$ cat src/ccv_pkg.sv
// package: register map, field layout and decode constants for the charge regs
package ccv_pkg;

	// register byte addresses
	localparam logic [7:0] ADDR_CHG_CUR  = 8'h02;
	localparam logic [7:0] ADDR_PRE_TERM = 8'h03;
	localparam logic [7:0] ADDR_CHG_VOLT = 8'h04;

	// reset values
	localparam logic [7:0] RST_CHG_CUR  = 8'h91;
	localparam logic [7:0] RST_PRE_TERM = 8'h12;
	localparam logic [7:0] RST_CHG_VOLT = 8'h40;

	// field positions
	localparam int BIT_SWITCH_FULL_ON = 6;
	localparam int BIT_RECHARGE       = 0;

	// decode constants
	localparam logic [5:0]  FAST_CHARGE_CURRENT_LINEAR_MAX = 6'h3B;
	localparam logic [3:0]  IPT_CLAMP_CODE  = 4'hC;
	localparam logic [11:0] MA_STEP_20      = 12'h014;
	localparam logic [11:0] MA_STEP_100     = 12'h064;
	localparam logic [11:0] MA_SWITCH_LIMIT = 12'h2BC;
	localparam logic [12:0] MV_VREG_BASE_HI = 13'h10CC;
	localparam logic [12:0] MV_VREG_STEP_HI = 13'h000A;
	localparam logic [12:0] MV_RECHG_SMALL  = 13'h0078;
	localparam logic [12:0] MV_RECHG_LARGE  = 13'h00D2;
	localparam logic [7:0]  MIN_TOPOFF_STEP = 8'h0F;

	// decoded analog setpoints handed to the loops
	typedef struct packed {
		logic [11:0] fast_charge_ma;
		logic [11:0] precharge_ma;
		logic [11:0] termination_ma;
		logic [12:0] charge_voltage_mv;
		logic [12:0] recharge_drop_mv;
		logic [7:0]  top_off_minutes;
		logic        high_side_switch_full_on;
		logic        charge_allowed;
	} ccv_setpoint_t;

endpackage : ccv_pkg

$ cat src/ccv_regs.sv
// register bank for charge current, precharge/termination and charge voltage
`timescale 1ns/1ps
//
// Function
// - charge-current register at 0x02, reset 0x91
// - switch full-on bit applies below 700 mA
// - fast-charge field bits 5:0, 20 mA LSB
// - linear to 111011, discrete currents above
// - zero fast-charge current disables charging
// - precharge/termination register at 0x03, reset 0x12
// - precharge bits 7:4, 20 mA offset
// - precharge codes above 1100 clamp 260 mA
// - termination bits 3:0, 20 mA offset
// - termination codes above 1100 clamp 260 mA
// - charge-voltage register at 0x04, reset 0x40
// - voltage bits 7:3, low codes tabled
// - codes 01001 up step 10 mV
// - top-off timer bits 2:1, 15-minute steps
// - recharge bit 0 selects 120/210 mV
// - input limit: 100 mA steps, 100 mA offset
module ccv_regs (
	input  wire logic                  clk,              // 100 MHz
	input  wire logic                  rst_n,            // sync, power-on
	input  wire logic                  reg_wr,           // write strobe
	input  wire logic                  reg_rd,           // read strobe
	input  wire logic [7:0]            reg_addr,         // byte address
	input  wire logic [7:0]            reg_wdata,        // write data
	input  wire logic                  reg_reset_req,    // register reset
	input  wire logic                  watchdog_expired, // watchdog pulse
	input  wire logic [4:0]            input_current_limit, // 100 mA code
	output logic      [7:0]            reg_rdata,        // read data
	output logic                       reg_rvalid,       // read answered
	output logic                       reg_addr_hit,     // address mapped
	output ccv_pkg::ccv_setpoint_t     setpoint          // decoded settings
);

	////////////////////////////////////////////////////////////////////////
	// register storage

	logic [7:0] chg_cur_q;   // charge_current_limit
	logic [7:0] pre_term_q;  // precharge_and_termination_current
	logic [7:0] chg_volt_q;  // charge_voltage_limit

	// write decode; one function serves all three registers
	function automatic logic hit(input logic [7:0] a, input logic [7:0] r);
		hit = (a == r);
	endfunction : hit

	// charge-current: switch bit only on power-on or register reset, field also on wd
	always_ff @(posedge clk) begin
		if (!rst_n) begin
			chg_cur_q <= ccv_pkg::RST_CHG_CUR;
		end else if (reg_reset_req) begin
			chg_cur_q <= ccv_pkg::RST_CHG_CUR;
		end else if (watchdog_expired) begin
			// keep bit 7 and full-on bit, restore current field only
			chg_cur_q <= {chg_cur_q[7:6], ccv_pkg::RST_CHG_CUR[5:0]};
		end else if (reg_wr && hit(reg_addr, ccv_pkg::ADDR_CHG_CUR)) begin
			chg_cur_q <= reg_wdata;
		end
	end

	// precharge / termination: all fields restored by either event
	always_ff @(posedge clk) begin
		if (!rst_n || reg_reset_req || watchdog_expired) begin
			pre_term_q <= ccv_pkg::RST_PRE_TERM;
		end else if (reg_wr && hit(reg_addr, ccv_pkg::ADDR_PRE_TERM)) begin
			pre_term_q <= reg_wdata;
		end
	end

	// charge voltage: all fields restored by either event
	always_ff @(posedge clk) begin
		if (!rst_n || reg_reset_req || watchdog_expired) begin
			chg_volt_q <= ccv_pkg::RST_CHG_VOLT;
		end else if (reg_wr && hit(reg_addr, ccv_pkg::ADDR_CHG_VOLT)) begin
			chg_volt_q <= reg_wdata;
		end
	end

	////////////////////////////////////////////////////////////////////////
	// read port: one cycle latency, unmapped addresses read zero

	always_ff @(posedge clk) begin
		if (!rst_n) begin
			reg_rdata    <= 8'h00;
			reg_rvalid   <= 1'b0;
			reg_addr_hit <= 1'b0;
		end else begin
			reg_rvalid   <= reg_rd;
			reg_addr_hit <= reg_rd && (hit(reg_addr, ccv_pkg::ADDR_CHG_CUR)
				|| hit(reg_addr, ccv_pkg::ADDR_PRE_TERM)
				|| hit(reg_addr, ccv_pkg::ADDR_CHG_VOLT));
			if (!reg_rd) begin
				reg_rdata <= 8'h00;          // idle bus reads low
			end else if (hit(reg_addr, ccv_pkg::ADDR_CHG_CUR)) begin
				reg_rdata <= chg_cur_q;
			end else if (hit(reg_addr, ccv_pkg::ADDR_PRE_TERM)) begin
				reg_rdata <= pre_term_q;
			end else if (hit(reg_addr, ccv_pkg::ADDR_CHG_VOLT)) begin
				reg_rdata <= chg_volt_q;
			end else begin
				reg_rdata <= 8'h00;          // unmapped
			end
		end
	end

	////////////////////////////////////////////////////////////////////////
	// field decoders

	logic [11:0] fast_ma;     // decoded fast-charge current
	logic [11:0] pre_ma;      // decoded precharge current
	logic [11:0] term_ma;     // decoded termination current
	logic [12:0] vreg_mv;     // decoded charge voltage
	logic [7:0]  topoff_min;  // decoded top-off duration
	logic [12:0] rechg_mv;    // decoded recharge drop

	ccv_current_decode u_cur (
		.fast_charge_current (chg_cur_q[5:0]),
		.precharge_current   (pre_term_q[7:4]),
		.termination_current (pre_term_q[3:0]),
		.fast_charge_ma      (fast_ma),
		.precharge_ma        (pre_ma),
		.termination_ma      (term_ma)
	);

	ccv_voltage_decode u_volt (
		.charge_voltage_setting (chg_volt_q[7:3]),
		.top_off_duration       (chg_volt_q[2:1]),
		.recharge_threshold     (chg_volt_q[ccv_pkg::BIT_RECHARGE]),
		.charge_voltage_mv      (vreg_mv),
		.top_off_minutes        (topoff_min),
		.recharge_drop_mv       (rechg_mv)
	);

	////////////////////////////////////////////////////////////////////////
	// input limit decode and setpoint register

	// input limit is an on-chip signal, so no synchroniser is needed
	logic [11:0] iin_ma;  // input current limit in mA
	always_comb begin
		iin_ma = 12'(({7'h00, input_current_limit} + 12'h001)
			* ccv_pkg::MA_STEP_100);
	end

	// registered so the analog side sees glitch-free settings
	always_ff @(posedge clk) begin
		if (!rst_n) begin
			setpoint <= '0;
		end else begin
			setpoint.fast_charge_ma    <= fast_ma;
			setpoint.precharge_ma      <= pre_ma;
			setpoint.termination_ma    <= term_ma;
			setpoint.charge_voltage_mv <= vreg_mv;
			setpoint.recharge_drop_mv  <= rechg_mv;
			setpoint.top_off_minutes   <= topoff_min;
			// at or above the limit the switch is forced fully on
			setpoint.high_side_switch_full_on <=
				(iin_ma >= ccv_pkg::MA_SWITCH_LIMIT)
				|| chg_cur_q[ccv_pkg::BIT_SWITCH_FULL_ON];
			// zero current blocks charging regardless of other enables
			setpoint.charge_allowed <= (chg_cur_q[5:0] != 6'h00);
		end
	end

endmodule : ccv_regs

$ cat src/ccv_current_decode.sv
// current field decoders: fast charge, precharge and termination in mA
`timescale 1ns/1ps
module ccv_current_decode (
	input  wire logic [5:0]  fast_charge_current,   // 6-bit code
	input  wire logic [3:0]  precharge_current,     // 4-bit code
	input  wire logic [3:0]  termination_current,   // 4-bit code
	output logic      [11:0] fast_charge_ma,        // decoded mA
	output logic      [11:0] precharge_ma,          // decoded mA
	output logic      [11:0] termination_ma         // decoded mA
);

	// 20 mA offset plus 20 mA per code, codes above 1100 clamp
	function automatic logic [11:0] offset_ma(input logic [3:0] code);
		logic [3:0] c;
		c = (code > ccv_pkg::IPT_CLAMP_CODE) ? ccv_pkg::IPT_CLAMP_CODE : code;
		offset_ma = 12'(({8'h00, c} + 12'h001) * ccv_pkg::MA_STEP_20);
	endfunction : offset_ma

	// fast charge: linear 20 mA steps, discrete points at the top
	always_comb begin
		if (fast_charge_current <= ccv_pkg::FAST_CHARGE_CURRENT_LINEAR_MAX) begin
			fast_charge_ma = 12'({6'h00, fast_charge_current} * ccv_pkg::MA_STEP_20);
		end else begin
			case (fast_charge_current)
				6'h3C:   fast_charge_ma = 12'h50A;      // 1290 mA
				6'h3D:   fast_charge_ma = 12'h550;      // 1360 mA
				6'h3E:   fast_charge_ma = 12'h596;      // 1430 mA
				default: fast_charge_ma = 12'h5DC;      // 1500 mA
			endcase
		end
	end

	// precharge and termination share one clamped mapping
	always_comb begin
		precharge_ma   = offset_ma(precharge_current);
		termination_ma = offset_ma(termination_current);
	end

endmodule : ccv_current_decode

$ cat src/ccv_voltage_decode.sv
// voltage, top-off and recharge field decoders
`timescale 1ns/1ps
module ccv_voltage_decode (
	input  wire logic [4:0]  charge_voltage_setting,  // 5-bit code
	input  wire logic [1:0]  top_off_duration,        // 2-bit code
	input  wire logic        recharge_threshold,      // drop select
	output logic      [12:0] charge_voltage_mv,       // decoded mV
	output logic      [7:0]  top_off_minutes,         // 0 means disabled
	output logic      [12:0] recharge_drop_mv         // decoded mV
);

	// low codes are a coarse table, the rest 10 mV steps from 4.300 V
	always_comb begin
		case (charge_voltage_setting)
			5'h00:   charge_voltage_mv = 13'h0DB0;            // 3504 mV
			5'h01:   charge_voltage_mv = 13'h0E10;            // 3600 mV
			5'h02:   charge_voltage_mv = 13'h0E70;            // 3696 mV
			5'h08:   charge_voltage_mv = 13'h1068;            // 4200 mV
			default: begin
				if (charge_voltage_setting > 5'h08) begin
					charge_voltage_mv = 13'(ccv_pkg::MV_VREG_BASE_HI
						+ {8'h00, charge_voltage_setting - 5'h09}
						* ccv_pkg::MV_VREG_STEP_HI);
				end else begin
					// codes 3..7 are unlisted; hold them at the 3.696 V point
					charge_voltage_mv = 13'h0E70;
				end
			end
		endcase
	end

	// top-off: 15 min per step, 00 disables
	always_comb begin
		top_off_minutes  = 8'({6'h00, top_off_duration} * ccv_pkg::MIN_TOPOFF_STEP);
		recharge_drop_mv = recharge_threshold ? ccv_pkg::MV_RECHG_LARGE
			: ccv_pkg::MV_RECHG_SMALL;
	end

endmodule : ccv_voltage_decode

$ cat config.mk
export PLATFORM = sky130hd
export DESIGN_NAME = ccv_regs
export DESIGN_NICKNAME = d
export VERILOG_FILES = /design/src/ccv_pkg.sv /design/src/ccv_regs.sv /design/src/ccv_current_decode.sv /design/src/ccv_voltage_decode.sv
export SDC_FILE = /design/constraint.sdc
export NUM_CORES = 1
export LEC_CHECK = 0
export ABC_AREA = 1
export BUFFER_PORTS_ARGS = -buffer_cell sky130_fd_sc_hd__buf_2
export CELL_PAD_IN_SITES_DETAIL_PLACEMENT = 2
export CELL_PAD_IN_SITES_GLOBAL_PLACEMENT = 2
export CORE_MARGIN = 5
export CORE_UTILIZATION = 33
export CTS_CLUSTER_DIAMETER = 30
export DETAILED_ROUTE_END_ITERATION = 10
export PLACE_DENSITY = 0.85
export SYNTH_ARGS = -nofsm -noshare
export SYNTH_HDL_FRONTEND = slang
export SYNTH_SLANG_ARGS = --single-unit
$ cat constraint.sdc
create_clock -name clk -period 10.72 [get_ports clk]
set_input_delay 3.216 -clock clk [delete_from_list [all_inputs] [get_ports clk]]
set_output_delay 3.216 -clock clk [all_outputs]
set_load 0.02 [all_outputs]
======== Word level (Yosys, flattened, before mapping) ========
Cells that the tools add are included.
storage, ports and cells
  bits in registers ....................... 106
  input port bits ......................... 27
  logic and storage cells ................. 73
cells by class
  eq/ne operators ......................... 9
  muxes and demuxes ....................... 10
  $mul .................................... 6
  add/subtract/negate cells ............... 5
  bitwise operators ....................... 2
  reduce and logical (&&, ||, !) cells .... 17
  order comparisons ....................... 5
operators by type and width
  kind                   number
  $pmux 13 s4            1
  $mux 8                 4
  $mul 12x3->10 const B  2
  $pmux 8 s3             1
  $eq 6x6->1 const B     3
  $eq 8x2->1 const B     2
  $add 13x9->13 const A  1
  $mux 13                1
  $ge 12x10->1 const B   1
  $mux 11                1
  $add 4x1->5 const B    2
  $mul 6x5->10 const B   1
  $mul 6x3->9 const B    1
  $eq 8x3->1 const B     1
  $gt 4x4->1 const B     2
  $mul 5x3->8 const B    1
  $mux 4                 2
  $add 5x1->6 const B    1
  $le 6x6->1 const B     1
  $mul 2x4->6 const B    1
  $reduce_bool 6->1      1
  $eq 5x1->1 const B     1
  $eq 5x2->1 const B     1
  $eq 5x4->1 const B     1
  10 further kinds       20

======== Logic depth before layout (Yosys ltp) ========
  depth after elaboration ................. 5
  gate-level depth with buffers ........... 20
  gate-level depth less buffers ........... 19

======== Hierarchy ========
From an unflattened synthesis, not the netlist that was laid out.
unflattened totals
  cell total of the unflattened synthesis .. 743
  area, all modules ....................... 5517.8 µm²
by module, submodules not included
  module              cells each  times used  area each (µm²)
  ccv_regs            496         1           3967.6
  ccv_current_decode  126         1           782.0
  ccv_voltage_decode  121         1           768.2

======== Worst setup path before layout ========
No wires, ideal clock.
  path type ............................... input to register
  start ................................... input port input_current_limit[0]
  end ..................................... register setpoint[1] (netlist name)
  cell stages on the path ................. 16
  required time ........................... 10610 ps
  path slack .............................. 5141 ps
  arrival time ............................ 5469 ps
  path through ............................ ha_1 nand3_1 xor2_1 ha_1 inv_1 ha_1 ha_1 ha_1 nand2_1 inv_1 a21oi_1 nand3_1 nand2_1 nand3_1 nand2_1 inv_1
on the way
  cells in the longest elaborated chain, start to end .. 4
RTL lines
  item              line             text
  from (decl)       ccv_regs.sv:30   input wire logic [4:0] input_current_limit,
  $add 5x1->6       ccv_regs.sv:142  iin_ma = 12'(({7'h00, input_current_limit} + 12'h001)
  $mul 6x5->10      ccv_regs.sv:143  * ccv_pkg::MA_STEP_100);
  $ge 12x10->1      ccv_regs.sv:159  (iin_ma >= ccv_pkg::MA_SWITCH_LIMIT)
  $logic_or 1x1->1  ccv_regs.sv:160  || chg_cur_q[ccv_pkg::BIT_SWITCH_FULL_ON];
  to (decl)         ccv_regs.sv:34   output ccv_pkg::ccv_setpoint_t setpoint
No other way between the ends.
A chain may end at the register's enable or synchronous reset.

======== Final worst setup path ========
Same ends and word-level chain as after synthesis.

==> impl_metrics.yaml <==
sta:
  tightest_slew_ns: 0.752
  post-route-period-util_pct: 52.8
  max_slew_margin_pct: 49.6
  fin_tns_setup_ns: 0
  worst_slack_ns: 5.06
  fmax_mhz: 177
  hold_viol_final: 0
  rsz0062_at_grt: "false"
  setup_violations: 0
  slew_violations: 0
  finClkSkew_ns: 0.00596
  min_period_ns: 5.66
synthesis:
  ys_top_cells_by_area: "dfxtp_1, ha_1, nand2_1"
  synth-seq-cells: 81
  synth_top_area_share_pct: 35.7
  synth_area_leader_cell: "dfxtp_1"
  syn-mean-instance-area_um2: 7.63
  synth_common_cells: "nand2_1, dfxtp_1, inv_1"
  async_reset_ff_share_pct: 0
  yosysSeqAreaShare_pct: 35.7
  yosys_warnings: 0
  syn_area_mm2: 0.00455
  synth_edf_count: 0
  postSynthCellCount: 596
  synth_cell_type_count: 39
  synth.most_common_cell: "nand2_1"
  synth_flop_cell: "dfxtp_1"
pwr:
  p_total_w: 0.000739
  power_density_mw_per_mm2: 138
  seqPwrFrac_pct: 41.6
  switching_power_w: 0.000185
  ir_drop_uv: 67.7
  clkPwrFrac_pct: 46.2
  internal_power_w: 0.000554
  switching_share_pct: 25.0
  combPwrFrac_pct: 12.2
  power_leakage_nw: 2.91
worst_setup_path:
  cp.arrival_ns: 5.90
  crit_family: "adder cells"
  critPathLaunchType: "input port"
  worstPathRequired_ns: 10.95
  critPathMaxStageDelay_ns: 0.33
  cp_cell_sequence: "buf_2 -> ha_1 -> nand3_1 -> xor2_1 -> ha_1 -> inv_1 -> ha_1 -> ha_1 -> ha_1 -> nand2_1 -> inv_1 -> nand3_1 -> nand3_1 -> nand2_1 -> nand2_1 -> nand3_1 -> nand2_1 -> inv_1"
  critical_path_class: "input port to register"
  endpoint_kind: "register"
  cp_common_cell: "ha_1"
  slowest_stage: "ha_1"
  cp_num_buf_inv: 4
  path_max_fanout: 7
placed_design:
  dp_hpwl_um: 10500
  dp_slack_ns: 4.65
  gp_congestion: 0.810
  port_buffers: 88
  place_inst: 841
clocking:
  cts_tree: "yes"
  clkTransAtPathRegs_ns: 0.06
  cts_buffers: 9
  cts_resized: 0
  clockBufferDepth: 2
  cts.sinks: 81
  cts_htree_levels: 3
  cts-root-buf: "clkbuf_16"
  cts_setup_buffers: 0
  holdBufCountCts: 0
  clkLatencyLatePin_ns: 0.34
drt:
  drt_iter0_drc: 169
  drc: 0
  ant_nets: 0
  vias: 4033
  vias_per_cell: 4.71
  wirelength_um: 13300
  firstDrtPassIters: 4
  wl_per_cell_um: 15.6
cells_and_area:
  stdcell_count: 857
  area_delta_synth_final_pct: 17.7
  antenna_cells: 0
  drive_gt1_share_pct: 20.6
  nNetsFinal: 759
die:
  rows: 42
  initial_core_util_pct: 33.9
  die_w_um: 127
  dieArea_mm2: 0.0162
  die_h_um: 127
  core_mm2: 0.0134
  ioPinCount: 109
global_route:
  grt_use_total_pct: 17.2
  grt_pass1_wl_um: 22500
  antenna_found_initial: 1
  grt_overflow: 0
  grt_pass1_vias: 4541
  grt_max_degree: 27
run:
  drv_cap: 0
hold_path:
  min_path_type: "register to register"
status:
  status: "completed"
[cell families after synthesis]
kind of cell             after synthesis  synth area share (%)
AO/OA/AOI/OAI                         57                  7.16
XOR/XNOR                              14                  2.70
adder cells (fa/ha/maj)               56                  16.2
buffers and inverters                131                  13.5
flip-flops                            81                  35.7
other                                  1                0.0825
AND/OR/NAND/NOR                      256                  24.7
[flip-flops by register name, indices dropped and copies added (netlist names)]
| name | count |
|---|---|
| chg_cur_q | 8 |
| chg_volt_q | 8 |
| pre_term_q | 8 |
| reg_addr_hit | 1 |
| reg_rdata | 8 |
| reg_rvalid | 1 |
| setpoint | 47 |
[cells in the final DEF, fill, tap and decap left out, types with 3 or more instances in the layout]
cell type / count
inv_2: 15
dfxtp_1: 81
ha_1: 51
or2_2: 3
nand2_1: 124
inv_1: 77
nand3_1: 39
o21ai_1: 11
nor2_1: 62
o211ai_1: 5
nand3b_1: 4
clkbuf_16: 9
a31oi_1: 4
fa_1: 5
nand4_1: 4
nor2_2: 9
xnor2_1: 5
buf_2: 88
xor2_1: 9
o21ai_0: 12
a21oi_1: 17
conb_1: 20
[per-layer routing]
layer,share of wire [%],track usage (%),vias to the layer above
met3,4.4,4.09,15
met1,41,18.9,1940
met5,0.097,0,-
met2,53,32.8,83
li1,-,-,1993
met4,1.3,4.29,2
[stage by stage]
| step | hold WS [ns] | area, um2 | util (%) |
|---|---|---|---|
| after floorplan | 0.427 | 4620 | - |
| after global placement | 0.445 | 5020 | 37.5 |
| after detailed placement | 0.463 | 5020 | 37.5 |
| after CTS | 0.478 | 5350 | 39.9 |
| after global routing | 0.506 | 5350 | 39.9 |
| final | 0.468 | 5350 | 39.9 |
[area by class of cell]
class / instances / area (um2)
inverters: 92 / 345
repair buffers: 89 / 448
clock inverters: 4 / 73.8
well taps: 176 / 220
clock buffers: 12 / 256
flip-flops and latches: 81 / 1620
fillers: 1574 / 8050
multi-input cells: 403 / 2380
[final timing paths]
| kind | startpoint | to | slack, ns | cells past startpoint |
|---|---|---|---|---|
| worst min-delay path | chg_cur_q[7]$_SDFFE_PP1P_ | chg_cur_q[7]$_SDFFE_PP1P_ | 0.47 | 2 |
| worst min register to register | chg_cur_q[7]$_SDFFE_PP1P_ | chg_cur_q[7]$_SDFFE_PP1P_ | 0.47 | 2 |
| worst max-delay path | input_current_limit[0] | setpoint[1]$_SDFF_PN0_ | 5.06 | 18 |
| worst max register to register | chg_volt_q[3]$_SDFFE_PP0P_ | setpoint[29]$_SDFF_PN0_ | 7.74 | 15 |
[worst register-to-register path: cells and delay by family (launching register included)]
kind                     cells  cell delay [ns]
adder cells (fa/ha/maj)      3             1.23
AND/OR/NAND/NOR              9             0.81
AO/OA/AOI/OAI                1             0.17
buffers and inverters        2             0.23
flip-flops                   1             0.41
[power by group through the flow]
stage	Combinational, W	Clock [W]	Sequential [W]
after detailed placement	0.0000923	0	0.000314
final	0.0000901	0.000341	0.000307
after global placement	0.0000861	0	0.000314
after CTS	0.0000925	0.000349	0.000307
after floorplan	0.0000629	0	0.000320
after global routing	0.000104	0.000364	0.000308
(Power assumes the default switching activity.)
